$ cat src/cond_flags_consts.svh
// Purpose: shared constants for the condition flag and alignment block
// Assumes: 32-bit datapath
// Notes:   condition codes use the usual 4-bit encoding order
`ifndef COND_FLAGS_CONSTS_SVH
`define COND_FLAGS_CONSTS_SVH

// ----------------------------------------------------------------
// condition codes
// ----------------------------------------------------------------
`define CC_ZERO_SET        4'h0
`define CC_ZERO_CLEAR      4'h1
`define CC_CARRY_SET       4'h2
`define CC_CARRY_CLEAR     4'h3
`define CC_NEGATIVE        4'h4
`define CC_POSITIVE        4'h5
`define CC_OVERFLOW_SET    4'h6
`define CC_OVERFLOW_CLEAR  4'h7
`define CC_UNSIGNED_ABOVE  4'h8
`define CC_UNSIGNED_BELEQ  4'h9
`define CC_SIGNED_NOTLESS  4'ha
`define CC_SIGNED_LESS     4'hb
`define CC_SIGNED_GREATER  4'hc
`define CC_SIGNED_NOTGRTR  4'hd
`define CC_EVERY_TIME      4'he

// ----------------------------------------------------------------
// flag positions inside the status word and reset value
// ----------------------------------------------------------------
`define FLAG_N_POS         3
`define FLAG_Z_POS         2
`define FLAG_C_POS         1
`define FLAG_V_POS         0
`define FLAGS_RESET        4'h0

// ----------------------------------------------------------------
// pc offset for label resolution
// ----------------------------------------------------------------
`define PC_LABEL_OFFSET    32'h0000_0004

`endif

$ cat src/cond_flags_pkg.sv
// Purpose: types for the condition flag and alignment block
// Assumes: nothing beyond the constants header
// Notes:   operation and access classes are enums
package cond_flags_pkg;

    // ----------------------------------------------------------------
    // alu operation class
    // ----------------------------------------------------------------
    typedef enum logic [2:0]
    {
        op_add,
        op_sub,
        op_compare_by_add,
        op_compare_by_subtract,
        op_logical,
        op_move
    } alu_op_e;

    // ----------------------------------------------------------------
    // memory access class
    // ----------------------------------------------------------------
    typedef enum logic [2:0]
    {
        acc_byte,
        acc_half,
        acc_word,
        acc_dual_word,
        acc_multi_word
    } acc_size_e;

    // ----------------------------------------------------------------
    // pc formation for labels
    // ----------------------------------------------------------------
    typedef enum logic [0:0]
    {
        pc_branch_style,
        pc_word_aligned
    } pc_mode_e;

endpackage

$ cat src/cond_eval.sv
// Purpose: evaluate a condition code against the flags
// Assumes: flags packed as n z c v
// Notes:   purely combinational
`timescale 1ns/10ps
`include "cond_flags_consts.svh"
module cond_eval
(
    input  wire logic [3:0] cond,
    input  wire logic [3:0] flags,
    output logic            pass
);

    // ----------------------------------------------------------------
    // flag split
    // ----------------------------------------------------------------
    wire n = flags[`FLAG_N_POS];
    wire z = flags[`FLAG_Z_POS];
    wire c = flags[`FLAG_C_POS];
    wire v = flags[`FLAG_V_POS];

    // condition table
    always_comb
    begin
        case (cond)
            `CC_ZERO_SET:       pass = z;
            `CC_ZERO_CLEAR:     pass = !z;
            `CC_CARRY_SET:      pass = c;
            `CC_CARRY_CLEAR:    pass = !c;
            `CC_NEGATIVE:       pass = n;
            `CC_POSITIVE:       pass = !n;
            `CC_OVERFLOW_SET:   pass = v;
            `CC_OVERFLOW_CLEAR: pass = !v;
            `CC_UNSIGNED_ABOVE: pass = c && !z;
            `CC_UNSIGNED_BELEQ: pass = !c || z;
            `CC_SIGNED_NOTLESS: pass = (n == v);
            `CC_SIGNED_LESS:    pass = (n != v);
            `CC_SIGNED_GREATER: pass = !z && (n == v);
            `CC_SIGNED_NOTGRTR: pass = z || (n != v);
            default:            pass = 1'b1;
        endcase
    end

endmodule

$ cat src/align_check.sv
// Purpose: alignment check and misaligned fault decision
// Assumes: size class and unaligned-capable flag come from decode
// Notes:   purely combinational
`timescale 1ns/10ps
module align_check
    import cond_flags_pkg::*;
(
    input  wire logic [1:0] addr_low,
    input  acc_size_e       size,
    input  wire logic       single_ok,
    input  wire logic       trap_enable,
    output logic            misaligned,
    output logic            fault
);

    // ----------------------------------------------------------------
    // alignment classes
    // ----------------------------------------------------------------
    // byte always aligned
    wire word_class = (size == acc_word) || (size == acc_dual_word)
                   || (size == acc_multi_word);
    assign misaligned = (word_class && (addr_low != 2'h0))
                     || ((size == acc_half) && addr_low[0]);

    // only single word and half may be unaligned
    wire allowed = single_ok && ((size == acc_word) || (size == acc_half));
    // others fault; trap bit faults all
    assign fault = misaligned && (!allowed || trap_enable);

endmodule

$ cat src/cond_flags_align_check.sv
// Purpose: flag generation, conditional execution, alignment, label pc
// Assumes: one instruction presented per cycle with instr_valid
// Notes:   all outputs are registered, one cycle after the request
`timescale 1ns/10ps
`include "cond_flags_consts.svh"

// How it works
// - word class aligned on word addresses, half on half, bytes always.
// - only single word and halfword loads and stores may be unaligned.
// - other unaligned loads or stores raise the misuse fault instead.
// - trap enable makes every unaligned access fault.
// - branches and compare-branches use instruction address plus four.
// - other label users use address plus four with bit one cleared.
// - flags not updated by an instruction keep their old value.
// - failed condition means no write, no flag change, no fault.
// - flags persist until some later instruction updates them.
// - negative and zero flags follow the result, cleared otherwise.
// - carry from add overflow past 32 bits, no-borrow, or shifter.
// - overflow when result sign differs from infinite precision sign.
// - compares set flags like add or subtract but write nothing.
// - flags change only on a compare or when the flag-setting variant is used.
// - single-flag conditions test one flag set or clear.
// - above is carry and not zero; below-equal is its complement.
// - not-less is n equals v, less differs, greater adds not-zero.
// - every-time condition passes; it is the default.
// - short and long encodings execute the same operation.
module cond_flags_align_check
    import cond_flags_pkg::*;
(
    input  wire logic        clk,
    input  wire logic        rst,
    input  wire logic        instr_valid,
    input  wire logic        instr_wide,
    input  wire logic [31:0] instr_addr,
    input  wire logic [3:0]  cond,
    input  wire logic        has_cond,
    input  alu_op_e          op,
    input  wire logic        set_flags,
    input  wire logic        upd_nz,
    input  wire logic        upd_c,
    input  wire logic        upd_v,
    input  wire logic [31:0] operand_a,
    input  wire logic [31:0] operand_b,
    input  wire logic        shifter_carry,
    input  wire logic        shifter_carry_valid,
    input  wire logic        wants_dest,
    input  wire logic        is_mem,
    input  acc_size_e        mem_size,
    input  wire logic        mem_single_ok,
    input  wire logic [31:0] mem_addr,
    input  pc_mode_e         pc_mode,
    input  wire logic        misaligned_trap_enable,
    output logic [3:0]       app_status_flags_word,
    output logic [31:0]      result,
    output logic             result_write,
    output logic             executed,
    output logic             misaligned_access,
    output logic             misuse_fault_exception,
    output logic [31:0]      label_pc,
    output logic             out_valid
);

    // ----------------------------------------------------------------
    // state
    // ----------------------------------------------------------------
    logic [3:0]  flags_q;
    logic [3:0]  flags_d;
    logic [31:0] result_q;
    logic        result_write_q;
    logic        executed_q;
    logic        misaligned_q;
    logic        fault_q;
    logic [31:0] label_pc_q;
    logic        valid_q;

    // ----------------------------------------------------------------
    // condition test
    // ----------------------------------------------------------------
    logic       cond_pass;
    wire  [3:0] eff_cond = has_cond ? cond : `CC_EVERY_TIME;

    cond_eval u_cond
    (
        .cond  (eff_cond),
        .flags (flags_q),
        .pass  (cond_pass)
    );

    // width flag does not alter the operation
    wire run = instr_valid && cond_pass;

    // ----------------------------------------------------------------
    // arithmetic
    // ----------------------------------------------------------------
    // subtraction as a plus not b plus one, so carry means no borrow
    wire is_sub = (op == op_sub) || (op == op_compare_by_subtract);
    wire is_arith = (op == op_add) || (op == op_sub)
                 || (op == op_compare_by_add)
                 || (op == op_compare_by_subtract);
    wire [31:0] b_eff = is_sub ? ~operand_b : operand_b;
    // carry out of a 33-bit sum
    wire [32:0] sum = {1'b0, operand_a} + {1'b0, b_eff}
                    + {32'h0, is_sub};
    wire [31:0] logic_res = (op == op_move) ? operand_b
                          : (operand_a & operand_b);
    wire [31:0] alu_res = is_arith ? sum[31:0] : logic_res;

    // negative and zero from the result
    wire new_n = alu_res[31];
    wire new_z = (alu_res == 32'h0);
    wire new_c = is_arith ? sum[32] : shifter_carry;
    wire new_v = (operand_a[31] == b_eff[31])
              && (sum[31] != operand_a[31]);

    // ----------------------------------------------------------------
    // flag update enables
    // ----------------------------------------------------------------
    // compares always set flags
    wire is_cmp = (op == op_compare_by_add)
               || (op == op_compare_by_subtract);
    wire fl_en = run && (set_flags || is_cmp);
    // logic carry only when the shifter produced one
    wire c_en = fl_en && upd_c && (is_arith || shifter_carry_valid);
    wire v_en = fl_en && upd_v && is_arith;

    always_comb
    begin
        flags_d = flags_q;
        if (fl_en && upd_nz)
        begin
            flags_d[`FLAG_N_POS] = new_n;
            flags_d[`FLAG_Z_POS] = new_z;
        end
        if (c_en)
        begin
            flags_d[`FLAG_C_POS] = new_c;
        end
        if (v_en)
        begin
            flags_d[`FLAG_V_POS] = new_v;
        end
    end

    // ----------------------------------------------------------------
    // alignment
    // ----------------------------------------------------------------
    logic mis;
    logic flt;

    align_check u_align
    (
        .addr_low    (mem_addr[1:0]),
        .size        (mem_size),
        .single_ok   (mem_single_ok),
        .trap_enable (misaligned_trap_enable),
        .misaligned  (mis),
        .fault       (flt)
    );

    // a failed test raises no fault
    wire fault_now = run && is_mem && flt;

    wire write_now = run && wants_dest && !is_cmp && !fault_now;

    // ----------------------------------------------------------------
    // label pc
    // ----------------------------------------------------------------
    // branch style is address plus four
    wire [31:0] pc_plus4 = instr_addr + `PC_LABEL_OFFSET;
    // clear bit one for word alignment
    wire [31:0] pc_label = (pc_mode == pc_word_aligned)
                         ? {pc_plus4[31:2], 1'b0, pc_plus4[0]}
                         : pc_plus4;

    // ----------------------------------------------------------------
    // registers
    // ----------------------------------------------------------------
    // flag word, reset clear
    always_ff @(posedge clk)
    begin
        if (rst)
            flags_q <= `FLAGS_RESET;
        else
            flags_q <= flags_d;
    end

    // per-instruction results, valid one cycle after the request
    always_ff @(posedge clk)
    begin
        if (rst)
        begin
            result_q       <= 32'h0;
            result_write_q <= 1'b0;
            executed_q     <= 1'b0;
            misaligned_q   <= 1'b0;
            fault_q        <= 1'b0;
            label_pc_q     <= 32'h0;
            valid_q        <= 1'b0;
        end
        else
        begin
            result_q       <= alu_res;
            result_write_q <= write_now;
            executed_q     <= run;
            misaligned_q   <= instr_valid && is_mem && mis;
            fault_q        <= fault_now;
            label_pc_q     <= pc_label;
            valid_q        <= instr_valid;
        end
    end

    // ----------------------------------------------------------------
    // outputs
    // ----------------------------------------------------------------
    assign app_status_flags_word  = flags_q;
    assign result                 = result_q;
    assign result_write           = result_write_q;
    assign executed               = executed_q;
    assign misaligned_access      = misaligned_q;
    assign misuse_fault_exception = fault_q;
    assign label_pc               = label_pc_q;
    assign out_valid              = valid_q;

endmodule

$ cat config.mk
export PLATFORM = sky130hd
export DESIGN_NAME = cond_flags_align_check
export DESIGN_NICKNAME = d
export VERILOG_FILES = /design/src/cond_flags_pkg.sv /design/src/cond_eval.sv /design/src/align_check.sv /design/src/cond_flags_align_check.sv
export VERILOG_INCLUDE_DIRS = /design/src
export SDC_FILE = /design/constraint.sdc
export NUM_CORES = 1
export LEC_CHECK = 0
export ABC_AREA = 1
export BUFFER_PORTS_ARGS = -buffer_cell sky130_fd_sc_hd__buf_2
export CORE_MARGIN = 1
export CORE_UTILIZATION = 46
export CTS_CLUSTER_SIZE = 24
export DETAILED_ROUTE_END_ITERATION = 12
export GPL_TIMING_DRIVEN = 0
export PLACE_DENSITY = 0.89
export SYNTH_ARGS = -nofsm -noshare
export SYNTH_HDL_FRONTEND = slang
export SYNTH_HIERARCHICAL = 1
export SYNTH_SLANG_ARGS = --single-unit
$ cat constraint.sdc
create_clock -name clk -period 2.6 [get_ports clk]
set_input_delay 0.13 -clock clk [delete_from_list [all_inputs] [get_ports clk]]
set_output_delay 0.13 -clock clk [all_outputs]
set_load 0.02 [all_outputs]
==> results.md, run 1 <==
* Status: finished with violations
* Failing checks: hold timing, setup timing
* CTS H-tree depth at 3
* Ports at 227
* Pwr/cell area at 518 nW/um^2
* Yosys warnings at 6
* Worst Tran Pin Value at 0.784 ns
* Area of the multi-input gates at 4640 sq um
* Commonest register cell after synthesis: dfxtp_1
* FFs w/ async S/R, synth at 0%
* CTS Buf Count at 9
* Seq cells post-synth at 73
* Post-synthesis net count at 1190
* Hold slack at -0.00245 ns
* Vias in the first global route at 6881
* Die Area at 13900 sq um
* Post-synth EDFFs at 0
* Gr usage total at 29.2%
* DP HPWL at 16500 um
* Routed vias at 7804
* Stages on the worst setup path at 23
* Clock Path Buffers at 2
* Cells after DPL at 1366
* Slew HR at 47.8%
* Worst r2r path cells at 20
* CP top delay family: simple AND/OR/NAND/NOR gates
* Number of fill cells at 1107
* Antenna diodes at 0
* # port buffers at 195
* Post-Syn Instances at 999
* Post-Syn Area at 6160 sq um
* Count of cell types in the netlist at 43
* Max-cap violations at 0
* Non-filler cells, final at 1414
* CTS tree: yes
* Critical Path Source Type: input port
* Setup-failing EPs final at 1
* Leakage at 4.44 nW
* Seq/Total Area, Yosys at 23.7%
* Antenna viol nets, final at 0
* Min cycle time layout at 2.67 ns
* CP Data Arrival Time at 2.93 ns
* Initial antenna violation count at 0
* Core Rows at 41
* Critical path's most frequent cell: nand2_1
* Initial core utilization at 48.0%
* Mean Syn Cell Area at 6.16 sq um
* RSZ-0062 raised after global routing: yes
* Final #Nets at 1428
* Slew Limit Fails at 0
* Largest area contributor in the netlist: dfxtp_1
* WS Path Type: in2reg
* Crit path buffers/inverters at 4
* Share of layout cells above drive strength 1 at 31.5%
* Gr ovfl total at 0
* Top cell type's share of synthesized area at 23.7%
* GPL Wtd Cong at 0.973
* Core area at 12800 sq um
* First-pass GRT wire length at 32400 um
* Worst Hold Class: in2reg
* Critical Path Fanout Max at 8
* R2r setup slk at 0.11 ns
* Final worst slack at -0.0670 ns
* Largest net degree at the start of global routing at 14
* Hold Path Cell Cnt at 3
* TritonRoute pass-1 iters at 5
* PnR Total Power at 4.41 mW
* Synth top area cells: dfxtp_1 (24%), nand2_1 (16%), inv_1 (8.5%), ha_1 (7.3%), nand3_1 (7.1%)
* Slowest CP cell: or2_2
* Final clock skew at 0.00260 ns
* Final number of hold-violating endpoints at 1
* DRT iter0 DRCs at 947
* CP Cell Sequence: buf_2, inv_4, nand3_4, nand2_8, buf_12, xor2_4, ha_4, nand2_1, nand2_1, inv_1, nand2_2, nand3_1, nand3_2, or2_2, nand3_2, nand2_1, nor2_1, nand3_1, nor2_2, nand2_1, nor2_1, nand2_1, a21oi_1
* WL per Instance at 15.7 um
* Height of the chip at 118 um
* Area Overhead vs Synth at 38.1%
* Critical path data required time at 2.86 ns
* Vias per inst at 5.52
* Max stage delay on crit path at 0.31 ns
* Tcrit/Tclk final at 103%
* Residual DRC count at 0
* Final WL at 22200 um
* CP endpoint kind: flip-flop
* CTS root buffer: clkbuf_16
* Width of the die at 118 um
* Clk sinks at 73
* Max Clock Freq at 375 MHz
* Peak supply drop at 272 uV
* Clock slew seen by the registers of the worst setup and hold paths at 0.06 ns
* Seq. cell area at 1470 sq um
* Worst-skew pair later-pin latency at 0.34 ns
[layout by cell type, fill, tap and decap left out, types with 12 or more instances in the layout]
cell      count
nor2_2       13
nand2_2      27
nand2_1     237
nand3b_1     12
inv_1       136
xor2_1       23
ha_1         23
o211ai_1     27
dfxtp_1      69
a21oi_2      18
buf_2       196
nand3_1      78
o21ai_0      19
a21oi_1      58
nor2_1      100
nand3_2      12
clkbuf_1     12
buf_4        27
[Yosys cell counts, types with 2 or more instances]
cell and number:
a21o_1 2, a21oi_1 76, a31oi_1 3, and3_1 3, buf_1 8, clkbuf_1 11, dfxtp_1 73, ha_1 36
inv_1 140, inv_2 2, nand2_1 266, nand2_2 5, nand3_1 87, nand3_2 5, nand3b_1 12, nand4_1 8
nor2_1 115, nor2_2 2, nor2_4 5, nor3_1 11, nor3_2 2, nor3_4 3, nor3b_1 3, nor3b_2 2
o211ai_1 27, o21a_1 4, o21ai_0 26, o21ai_1 5, o21bai_1 3, or2_2 6, xnor2_1 3, xor2_1 34
[worst reg2reg max path, cell delays in order, from the launching register on]
cell and delay [ns]:
dfxtp_2 0.40, inv_1 0.07, nand2_1 0.08, nand3_1 0.12, a21oi_1 0.18, nor2_1 0.07, nand2_1 0.06, nand2_1 0.06
inv_1 0.06, o21ai_0 0.10, inv_1 0.10, nand2_2 0.09, nor2_1 0.15, nand4_1 0.16, nor2_1 0.12, nand3_1 0.13
nor2_2 0.13, nand2_1 0.08, nor2_1 0.08, nand2_1 0.07, a21oi_1 0.11
[kinds of logic (layout without fill, tap and decap cells)]
kind of cell    after synthesis  after routing  synth area share [%]
simple gates                539            539                  39.4
buf+inv                     163            406                  9.96
compound gates              150            150                  14.0
flops                        73             73                  23.7
fa+ha+maj                    37             37                  7.64
xor+xnor                     37             37                  5.26
[flip-flops by register name, summed over array words and instances (netlist names)]
register and flops:
result_write 1, result 32, misaligned_access 1, label_pc 32, app_status_flags_word 4, misuse_fault_exception 1, out_valid 1, executed 1
[per-layer routing]
| layer | wire length [um] | GRT usage [%] | up-vias |
|---|---|---|---|
| li1 | - | - | 3708 |
| met1 | 8740 | 36.4 | 3551 |
| met2 | 10400 | 48.5 | 471 |
| met3 | 2230 | 5.77 | 74 |
| met4 | 784 | 12.3 | 0 |
| met5 | 0 | 0 | - |
[repair_timing]
| item | CTS | global route |
|---|---|---|
| hold buffers | 3 | 0 |
| resized for setup | 39 | 117 |
| pin swaps | 10 | 43 |
| cloned | 0 | 1 |
| buffers inserted | 11 | 17 |
| hold endpoints to repair | 2 | 0 |
| setup endpoints to repair | 5 | 4 |
[power by group]
group	total [mW]	internal, mW	switching (mW)
Sequential	1.23	1.21	0.0227
Combinational	2.01	0.750	1.26
Clock	1.17	0.650	0.520
[layout make-up]
cell class	instances	share of cell area, %
Clock inverter	6	0.500
Clock buffer	10	2.69
Sequential cell	73	17.2
Multi-Input combinational cell	763	54.5
Inverter	143	6.37
Buffer	20	1.47
Timing Repair Buffer	227	14.6
Tap cell	172	2.53
[worst paths after layout]
| kind | startpoint | endpoint |
|---|---|---|
| max | op[2] | app_status_flags_word[2] |
| min | instr_addr[0] | label_pc[0] |
| max reg2reg | app_status_flags_word[3] | app_status_flags_word[2] |
| min reg2reg | app_status_flags_word[2] | app_status_flags_word[2] |
[stage by stage]
step | hold WS [ns] | setup slack, ns | setup TNS [ns] | cell area [sq um] | utilization (%)
after floorplan | 0.202 | 0.0662 | 0 | 6160 | -
after global placement | 0.286 | -0.823 | -6.34 | 7350 | 57.3
after detailed placement | 0.290 | -0.879 | -6.99 | 7350 | 57.3
after CTS | 0.000687 | 0.0284 | 0 | 7860 | 61.3
after global routing | 0.0187 | -0.187 | -0.230 | 8500 | 66.3
final | -0.00245 | -0.0670 | -0.0670 | 8500 | 66.3
No activity file was read; power rests on OpenSTA's default activity.
==> inputs of run 2 (changes only) <==
--- a/config.mk
+++ b/config.mk
@@ -14,6 +14,7 @@
 export DETAILED_ROUTE_END_ITERATION = 12
 export GPL_TIMING_DRIVEN = 0
 export PLACE_DENSITY = 0.89
+export RECOVER_POWER = 100
 export SYNTH_ARGS = -nofsm -noshare
 export SYNTH_HDL_FRONTEND = slang
 export SYNTH_HIERARCHICAL = 1
==> run 2 against run 1 <==
The flow still finishes with violations (hold timing, setup timing). Sequential share of layout area is 0.20 points higher. Register-to-register slack hardly changed. Clock power hardly changed. Fmax is 0.67% higher. Final cell count stayed put. Clock skew hardly changed. First-iteration DRC count is 13% lower. Highest routed layer unchanged.
==> results.md, run 2 (same netlist as run 1, synthesis figures left out) <==
* Number of fill cells at 1146 (+3.5%)
* CTS root buffer: clkbuf_16
* Tcrit/Tclk final at 102% (-0.68 points)
* Max Clock Freq at 377 MHz (+0.67%)
* Critical Path Source Type: input port
* Non-filler cells, final at 1414 (unchanged)
* Seq. cell area at 1470 sq um (unchanged)
* Cells after DPL at 1366 (unchanged)
* Final #Nets at 1428 (unchanged)
* TritonRoute pass-1 iters at 6 (+1)
* Peak supply drop at 272 uV (about the same)
* Min cycle time layout at 2.65 ns (-0.0178 ns)
* Setup-failing EPs final at 1 (unchanged)
* Slew Limit Fails at 0 (unchanged)
* Placed cell area at 7350 sq um (unchanged)
* Initial core utilization at 48.0% (unchanged)
* Die Area at 13900 sq um (unchanged)
* Ports at 227 (unchanged)
* Clk sinks at 73 (unchanged)
* Area of the multi-input gates at 4630 sq um (-0.11%)
* Critical Path Fanout Max at 8 (unchanged)
* DP HPWL at 16500 um (unchanged)
* Max-cap violations at 0 (unchanged)
* Antenna diodes at 0 (unchanged)
* Final clock skew at 0.00262 ns (+0.0000227 ns)
* CTS Buf Count at 9 (unchanged)
* Share of layout cells above drive strength 1 at 25.5% (-6.0 points)
* GPL Wtd Cong at 0.973 (unchanged)
* Final WL at 22200 um (+0.27%)
* WS Path Type: in2reg
* Area Overhead vs Synth at 36.5%
* CP Data Arrival Time at 2.91 ns (-0.02 ns)
* Width of the die at 118 um (unchanged)
* Fin util at 65.6% (-0.75 points)
* Final worst slack at -0.0492 ns (+0.0178 ns)
* Core Rows at 41 (unchanged)
* Worst-skew pair later-pin latency at 0.34 ns (about the same)
* Largest net degree at the start of global routing at 14 (unchanged)
* Leakage at 4.17 nW (-6.2%)
* First-pass GRT wire length at 32400 um (unchanged)
* Worst Hold Class: in2reg
* Status: finished with violations
* CTS tree: yes
* Vias in the first global route at 6881 (unchanged)
* WL per Instance at 15.7 um (+0.27%)
* Worst Tran Pin Value at 0.746 ns (-0.0381 ns)
* Place WS at -0.879 ns (unchanged)
* PnR Total Power at 4.39 mW (-0.34%)
* # port buffers at 195 (unchanged)
* Gr ovfl total at 0 (unchanged)
* Initial antenna violation count at 0 (unchanged)
* Failing checks: hold timing, setup timing
* Pwr/cell area at 522 nW/um^2 (+0.80%)
* Routed vias at 7778 (-0.33%)
* Clock Path Buffers at 2 (unchanged)
* CP endpoint kind: flip-flop
* Core area at 12800 sq um (unchanged)
* Commonest non-fill, non-tap cell in the layout: nand2_1
* Finished Cell Area at 8410 sq um (-1.1%)
* Critical path data required time at 2.86 ns (about the same)
* Vias per inst at 5.50 (-0.33%)
* Clock slew seen by the registers of the worst setup and hold paths at 0.06 ns (about the same)
* Slew HR at 50.3% (+2.5 points)
* Final number of hold-violating endpoints at 1 (unchanged)
* Gr usage total at 29.2% (unchanged)
* Hold slack at -0.00244 ns (+0.00000286 ns)
* Antenna viol nets, final at 0 (unchanged)
* RSZ-0062 raised after global routing: yes
* Residual DRC count at 0 (unchanged)
* Height of the chip at 118 um (unchanged)
* CTS H-tree depth at 3 (unchanged)
* DRT iter0 DRCs at 828 (-13%)
* Setup TNS at -0.0492 ns (+0.0178 ns)
* Most frequent cells in the layout: nand2_1 (237), inv_1 (136), buf_2 (123)
==> run 2: cell count changes in the layout (fill, tap and decap cells not counted) <==
cell	previous run	this run
nand3_2	12	11
nand3_1	78	79
clkbuf_1	12	86
buf_1	5	4
buf_2	196	123
==> run 2: final cells by class <==
class | instances | area share, %
multi-input cells | 763 | 55.1
flip-flops and latches | 73 | 17.4
repair buffers | 227 | 13.7
inverters | 143 | 6.44
clock buffers | 10 | 2.72
well taps | 172 | 2.56
plain buffers | 20 | 1.49
clock inverters | 6 | 0.506
==> run 2: final timing paths <==
check | from | endpoint | cells past startpoint | slack [ns]
setup / recovery | op[2] | app_status_flags_word[2] | 23 | -0.05
hold / removal | instr_addr[0] | label_pc[0] | 3 | -0.002
setup reg to reg | app_status_flags_word[3] | app_status_flags_word[2] | 20 | 0.11
hold reg to reg | app_status_flags_word[2] | app_status_flags_word[2] | 2 | 0.50
==> run 2: worst max-delay path: stages <==
cell and delay, ns:
buf_2 0.12, inv_4 0.09, nand3_4 0.11, nand2_8 0.14
buf_12 0.17, xor2_1 0.09, ha_1 0.40, nand2_2 0.10
inv_1 0.09, nand3_1 0.14, nand2_2 0.15, nand2_1 0.09
nand3_2 0.08, nand2_1 0.05, nor2_1 0.08, nand4_1 0.13
nor2_1 0.12, nand3_1 0.13, nor2_2 0.14, nand2_1 0.08
nor2_1 0.08, nand2_1 0.07, a21oi_1 0.11
==> run 2: timing repair <==
| action | in CTS | in global routing |
|---|---|---|
| hold buffers | 3 | 0 |
| pin swaps | 10 | 43 |
| cloned | 0 | 1 |
| setup endpoints to repair | 5 | 4 |
| buffers inserted | 11 | 17 |
| endpoints found under the hold margin | 2 | 0 |
| gates resized for setup | 39 | 117 |
==> run 2: report_power, final <==
part / switching [mW] / internal (mW) / total [mW] / leakage, nW
Sequential: 0.0257 / 1.21 / 1.23 / 0.607
Clock: 0.524 / 0.650 / 1.17 / 0.129
Combinational: 1.26 / 0.726 / 1.98 / 3.43
Total: 1.81 / 2.58 / 4.39 / 4.17
==> run 2: layer usage <==
| layer | routed length [um] | track usage [%] |
|---|---|---|
| met5 | 0 | 0 |
| met4 | 787 | 12.3 |
| met3 | 2090 | 5.77 |
| met2 | 10400 | 48.5 |
| met1 | 8960 | 36.4 |
==> inputs of run 3 (changes only) <==
--- a/config.mk
+++ b/config.mk
@@ -14,7 +14,7 @@
 export DETAILED_ROUTE_END_ITERATION = 12
 export GPL_TIMING_DRIVEN = 0
 export PLACE_DENSITY = 0.89
-export RECOVER_POWER = 100
+export RECOVER_POWER = 50
 export SYNTH_ARGS = -nofsm -noshare
 export SYNTH_HDL_FRONTEND = slang
 export SYNTH_HIERARCHICAL = 1
==> run 3 against run 2 <==
The run still ends with hold timing, setup timing left. Final area increased by 0.12%. Clock power about the same. Routed wire length barely moved. Core utilization is 0.078 points higher. Sequential cell count unchanged. Non-clock buffer count unchanged. Register-to-register slack better by 0.02 ns. Count of clock-buffer cells in the layout unchanged. Critical path type unchanged.
==> results.md, run 3 (same netlist as run 1, synthesis figures left out) <==
* Status: finished with violations
* Failing checks: hold timing, setup timing
* WS Path Type: in2reg
* Min cycle time layout at 2.63 ns (-0.0184 ns)
* Worst-skew pair later-pin latency at 0.34 ns (about the same)
* Height of the chip at 118 um (unchanged)
* GPL Wtd Cong at 0.973 (unchanged)
* CP endpoint kind: flip-flop
* Max-cap violations at 0 (unchanged)
* Setup-failing EPs final at 1 (unchanged)
* DP HPWL at 16500 um (unchanged)
* Antenna viol nets, final at 0 (unchanged)
* Final WL at 22200 um (about the same)
* Clock share of power at 26.6% (about the same)
* Critical path data required time at 2.86 ns (about the same)
* Initial core utilization at 48.0% (unchanged)
* CTS H-tree depth at 3 (unchanged)
* Gr usage total at 29.2% (unchanged)
* Leakage at 4.19 nW (+0.43%)
* Width of the die at 118 um (unchanged)
* Max stage delay on crit path at 0.31 ns (-0.09 ns)
* Final number of hold-violating endpoints at 1 (unchanged)
* Share of layout cells above drive strength 1 at 25.9% (+0.40 points)
* Ports at 227 (unchanged)
* Most frequent cells in the layout: nand2_1 (237), inv_1 (136), buf_2 (127)
* Initial antenna violation count at 0 (unchanged)
* # port buffers at 195 (unchanged)
* CTS root buffer: clkbuf_16
* Worst R2R End: app_status_flags_word[2]
* Max Clock Freq at 380 MHz (+0.70%)
* Pwr/cell area at 521 nW/um^2 (-0.17%)
* Slew Limit Fails at 0 (unchanged)
* RSZ-0062 raised after global routing: yes
* CTS Buf Count at 9 (unchanged)
* TritonRoute pass-1 iters at 6 (unchanged)
* Critical path's most frequent cell: nand2_1
* Slowest CP cell: or2_2
* Antenna diodes at 0 (unchanged)
* Clock Path Buffers at 2 (unchanged)
* R2r setup slk at 0.13 ns (+0.02 ns)
* Hold Path Cell Cnt at 3 (unchanged)
* Setup TNS at -0.0307 ns (+0.0184 ns)
* Area Overhead vs Synth at 36.7%
* WL per Instance at 15.7 um (about the same)
* Vias in the first global route at 6881 (unchanged)
* Clock slew seen by the registers of the worst setup and hold paths at 0.06 ns (about the same)
* Tcrit/Tclk final at 101% (-0.71 points)
* Worst Hold Class: in2reg
* Slew HR at 52.3% (+2.0 points)
* DRT iter0 DRCs at 847 (+2.3%)
* Worst Tran Pin Value at 0.716 ns (-0.0300 ns)
* Hold slack at -0.00307 ns (-0.000630 ns)
* Fin util at 65.6% (+0.078 points)
* Gr ovfl total at 0 (unchanged)
* Peak supply drop at 272 uV (about the same)
* First-pass GRT wire length at 32400 um (unchanged)
* Critical Path Fanout Max at 8 (unchanged)
* Largest net degree at the start of global routing at 14 (unchanged)
* Combinational share of power at 45.3% (about the same)
* Clk sinks at 73 (unchanged)
* Hold Crit Endpoint: label_pc[0]
* Final #Nets at 1428 (unchanged)
* Worst r2r path cells at 20 (unchanged)
* Sw Share at 41.1% (-0.045 points)
* Internal at 2.58 mW (about the same)
* Seq pwr share at 28.1% (about the same)
* Hold Startpoint: instr_addr[0]
* Die Area at 13900 sq um (unchanged)
* Final worst slack at -0.0307 ns (+0.0184 ns)
* Residual DRC count at 0 (unchanged)
* Critical Path Source Type: input port
* Commonest non-fill, non-tap cell in the layout: nand2_1
* Final clock skew at 0.00262 ns (-0.00000525 ns)
* CTS tree: yes
* Core area at 12800 sq um (unchanged)
* Reg-to-reg startpoint: app_status_flags_word[3]
* Routed vias at 7818 (+0.51%)
* NetSw at 1.81 mW (-0.16%)
* Vias per inst at 5.53 (+0.51%)
* CP Data Arrival Time at 2.89 ns (-0.02 ns)
* CP Cell Sequence: buf_2, inv_4, nand3_4, nand2_8, buf_12, xor2_4, ha_4, nand2_1, nand2_1, inv_1, nand2_2, nand3_1, nand3_2, or2_2, nand3_2, nand2_1, nor2_1, nand3_1, nor2_2, nand2_1, nor2_1, nand2_1, a21oi_1
* Core Rows at 41 (unchanged)
-- run 3: worst max-delay path by stage --
stage / from / endpoint / cells after the start
after floorplan: op[2] / app_status_flags_word[2] / 22
after global placement: op[2] / app_status_flags_word[2] / 23
after detailed placement: op[2] / app_status_flags_word[2] / 23
after CTS: app_status_flags_word[3] / app_status_flags_word[2] / 20
after global routing: op[1] / app_status_flags_word[2] / 22
final: op[2] / app_status_flags_word[2] / 23
-- run 3: area by class of cell --
| cell class | count | area [sq um] |
|---|---|---|
| Sequential cell | 73 | 1470 |
| Fill cell | 1143 | 4410 |
| Buffer | 20 | 125 |
| Clock buffer | 10 | 229 |
| Inverter | 143 | 542 |
| Tap cell | 172 | 215 |
| Timing Repair Buffer | 227 | 1160 |
| Multi-Input combinational cell | 763 | 4640 |
| Clock inverter | 6 | 42.5 |
-- run 3: routing by layer --
| layer | track usage (%) | part of all wire (%) | wire length [um] | up-vias |
|---|---|---|---|---|
| li1 | - | - | - | 3709 |
| met5 | 0 | 0 | 0 | - |
| met4 | 12.3 | 3.5 | 780 | 0 |
| met3 | 5.77 | 9.7 | 2150 | 74 |
| met1 | 36.4 | 40 | 8940 | 3562 |
| met2 | 48.5 | 47 | 10300 | 473 |
-- run 3: repair_timing --
item,4_1_cts,5_1_grt
resized for setup,39,117
setup buffers,11,17
pin swaps,10,43
cloned,0,1
hold endpoints to repair,2,0
endpoints found under the setup margin,5,4
hold buffers,3,0
-- run 3: power groups by stage --
stage | Combinational [mW] | Clock [mW] | Sequential (mW)
finish | 1.99 | 1.17 | 1.23
global route | 2.14 | 1.25 | 1.24
CTS | 1.68 | 1.19 | 1.23
detailed placement | 1.59 | 0 | 1.25
global placement | 1.56 | 0 | 1.25
floorplan | 0.968 | 0 | 1.37
-- run 3: worst max-delay path, delay by kind of cell --
family,cells,cell delay (ns)
xor gates and xnor gates,1,0.18
adders and majority gates,1,0.24
AOI/OAI and AO/OA,1,0.11
buffers and inverters,4,0.48
and+or+nand+nor,16,1.76
-- run 3: stage by stage --
step | instance area (sq um) | setup WS (ns) | total power [mW] | instances | hold WS, ns
3_3_place_gp | 7350 | -0.823 | 2.81 | 1366 | 0.286
6_report | 8420 | -0.0307 | 4.39 | 1414 | -0.00307
3_5_place_dp | 7350 | -0.879 | 2.84 | 1366 | 0.290
2_1_floorplan | 6160 | 0.0662 | 2.34 | 999 | 0.202
4_1_cts | 7860 | 0.0284 | 4.10 | 1396 | 0.000687
5_1_grt | 8420 | -0.187 | 4.63 | 1414 | 0.0187
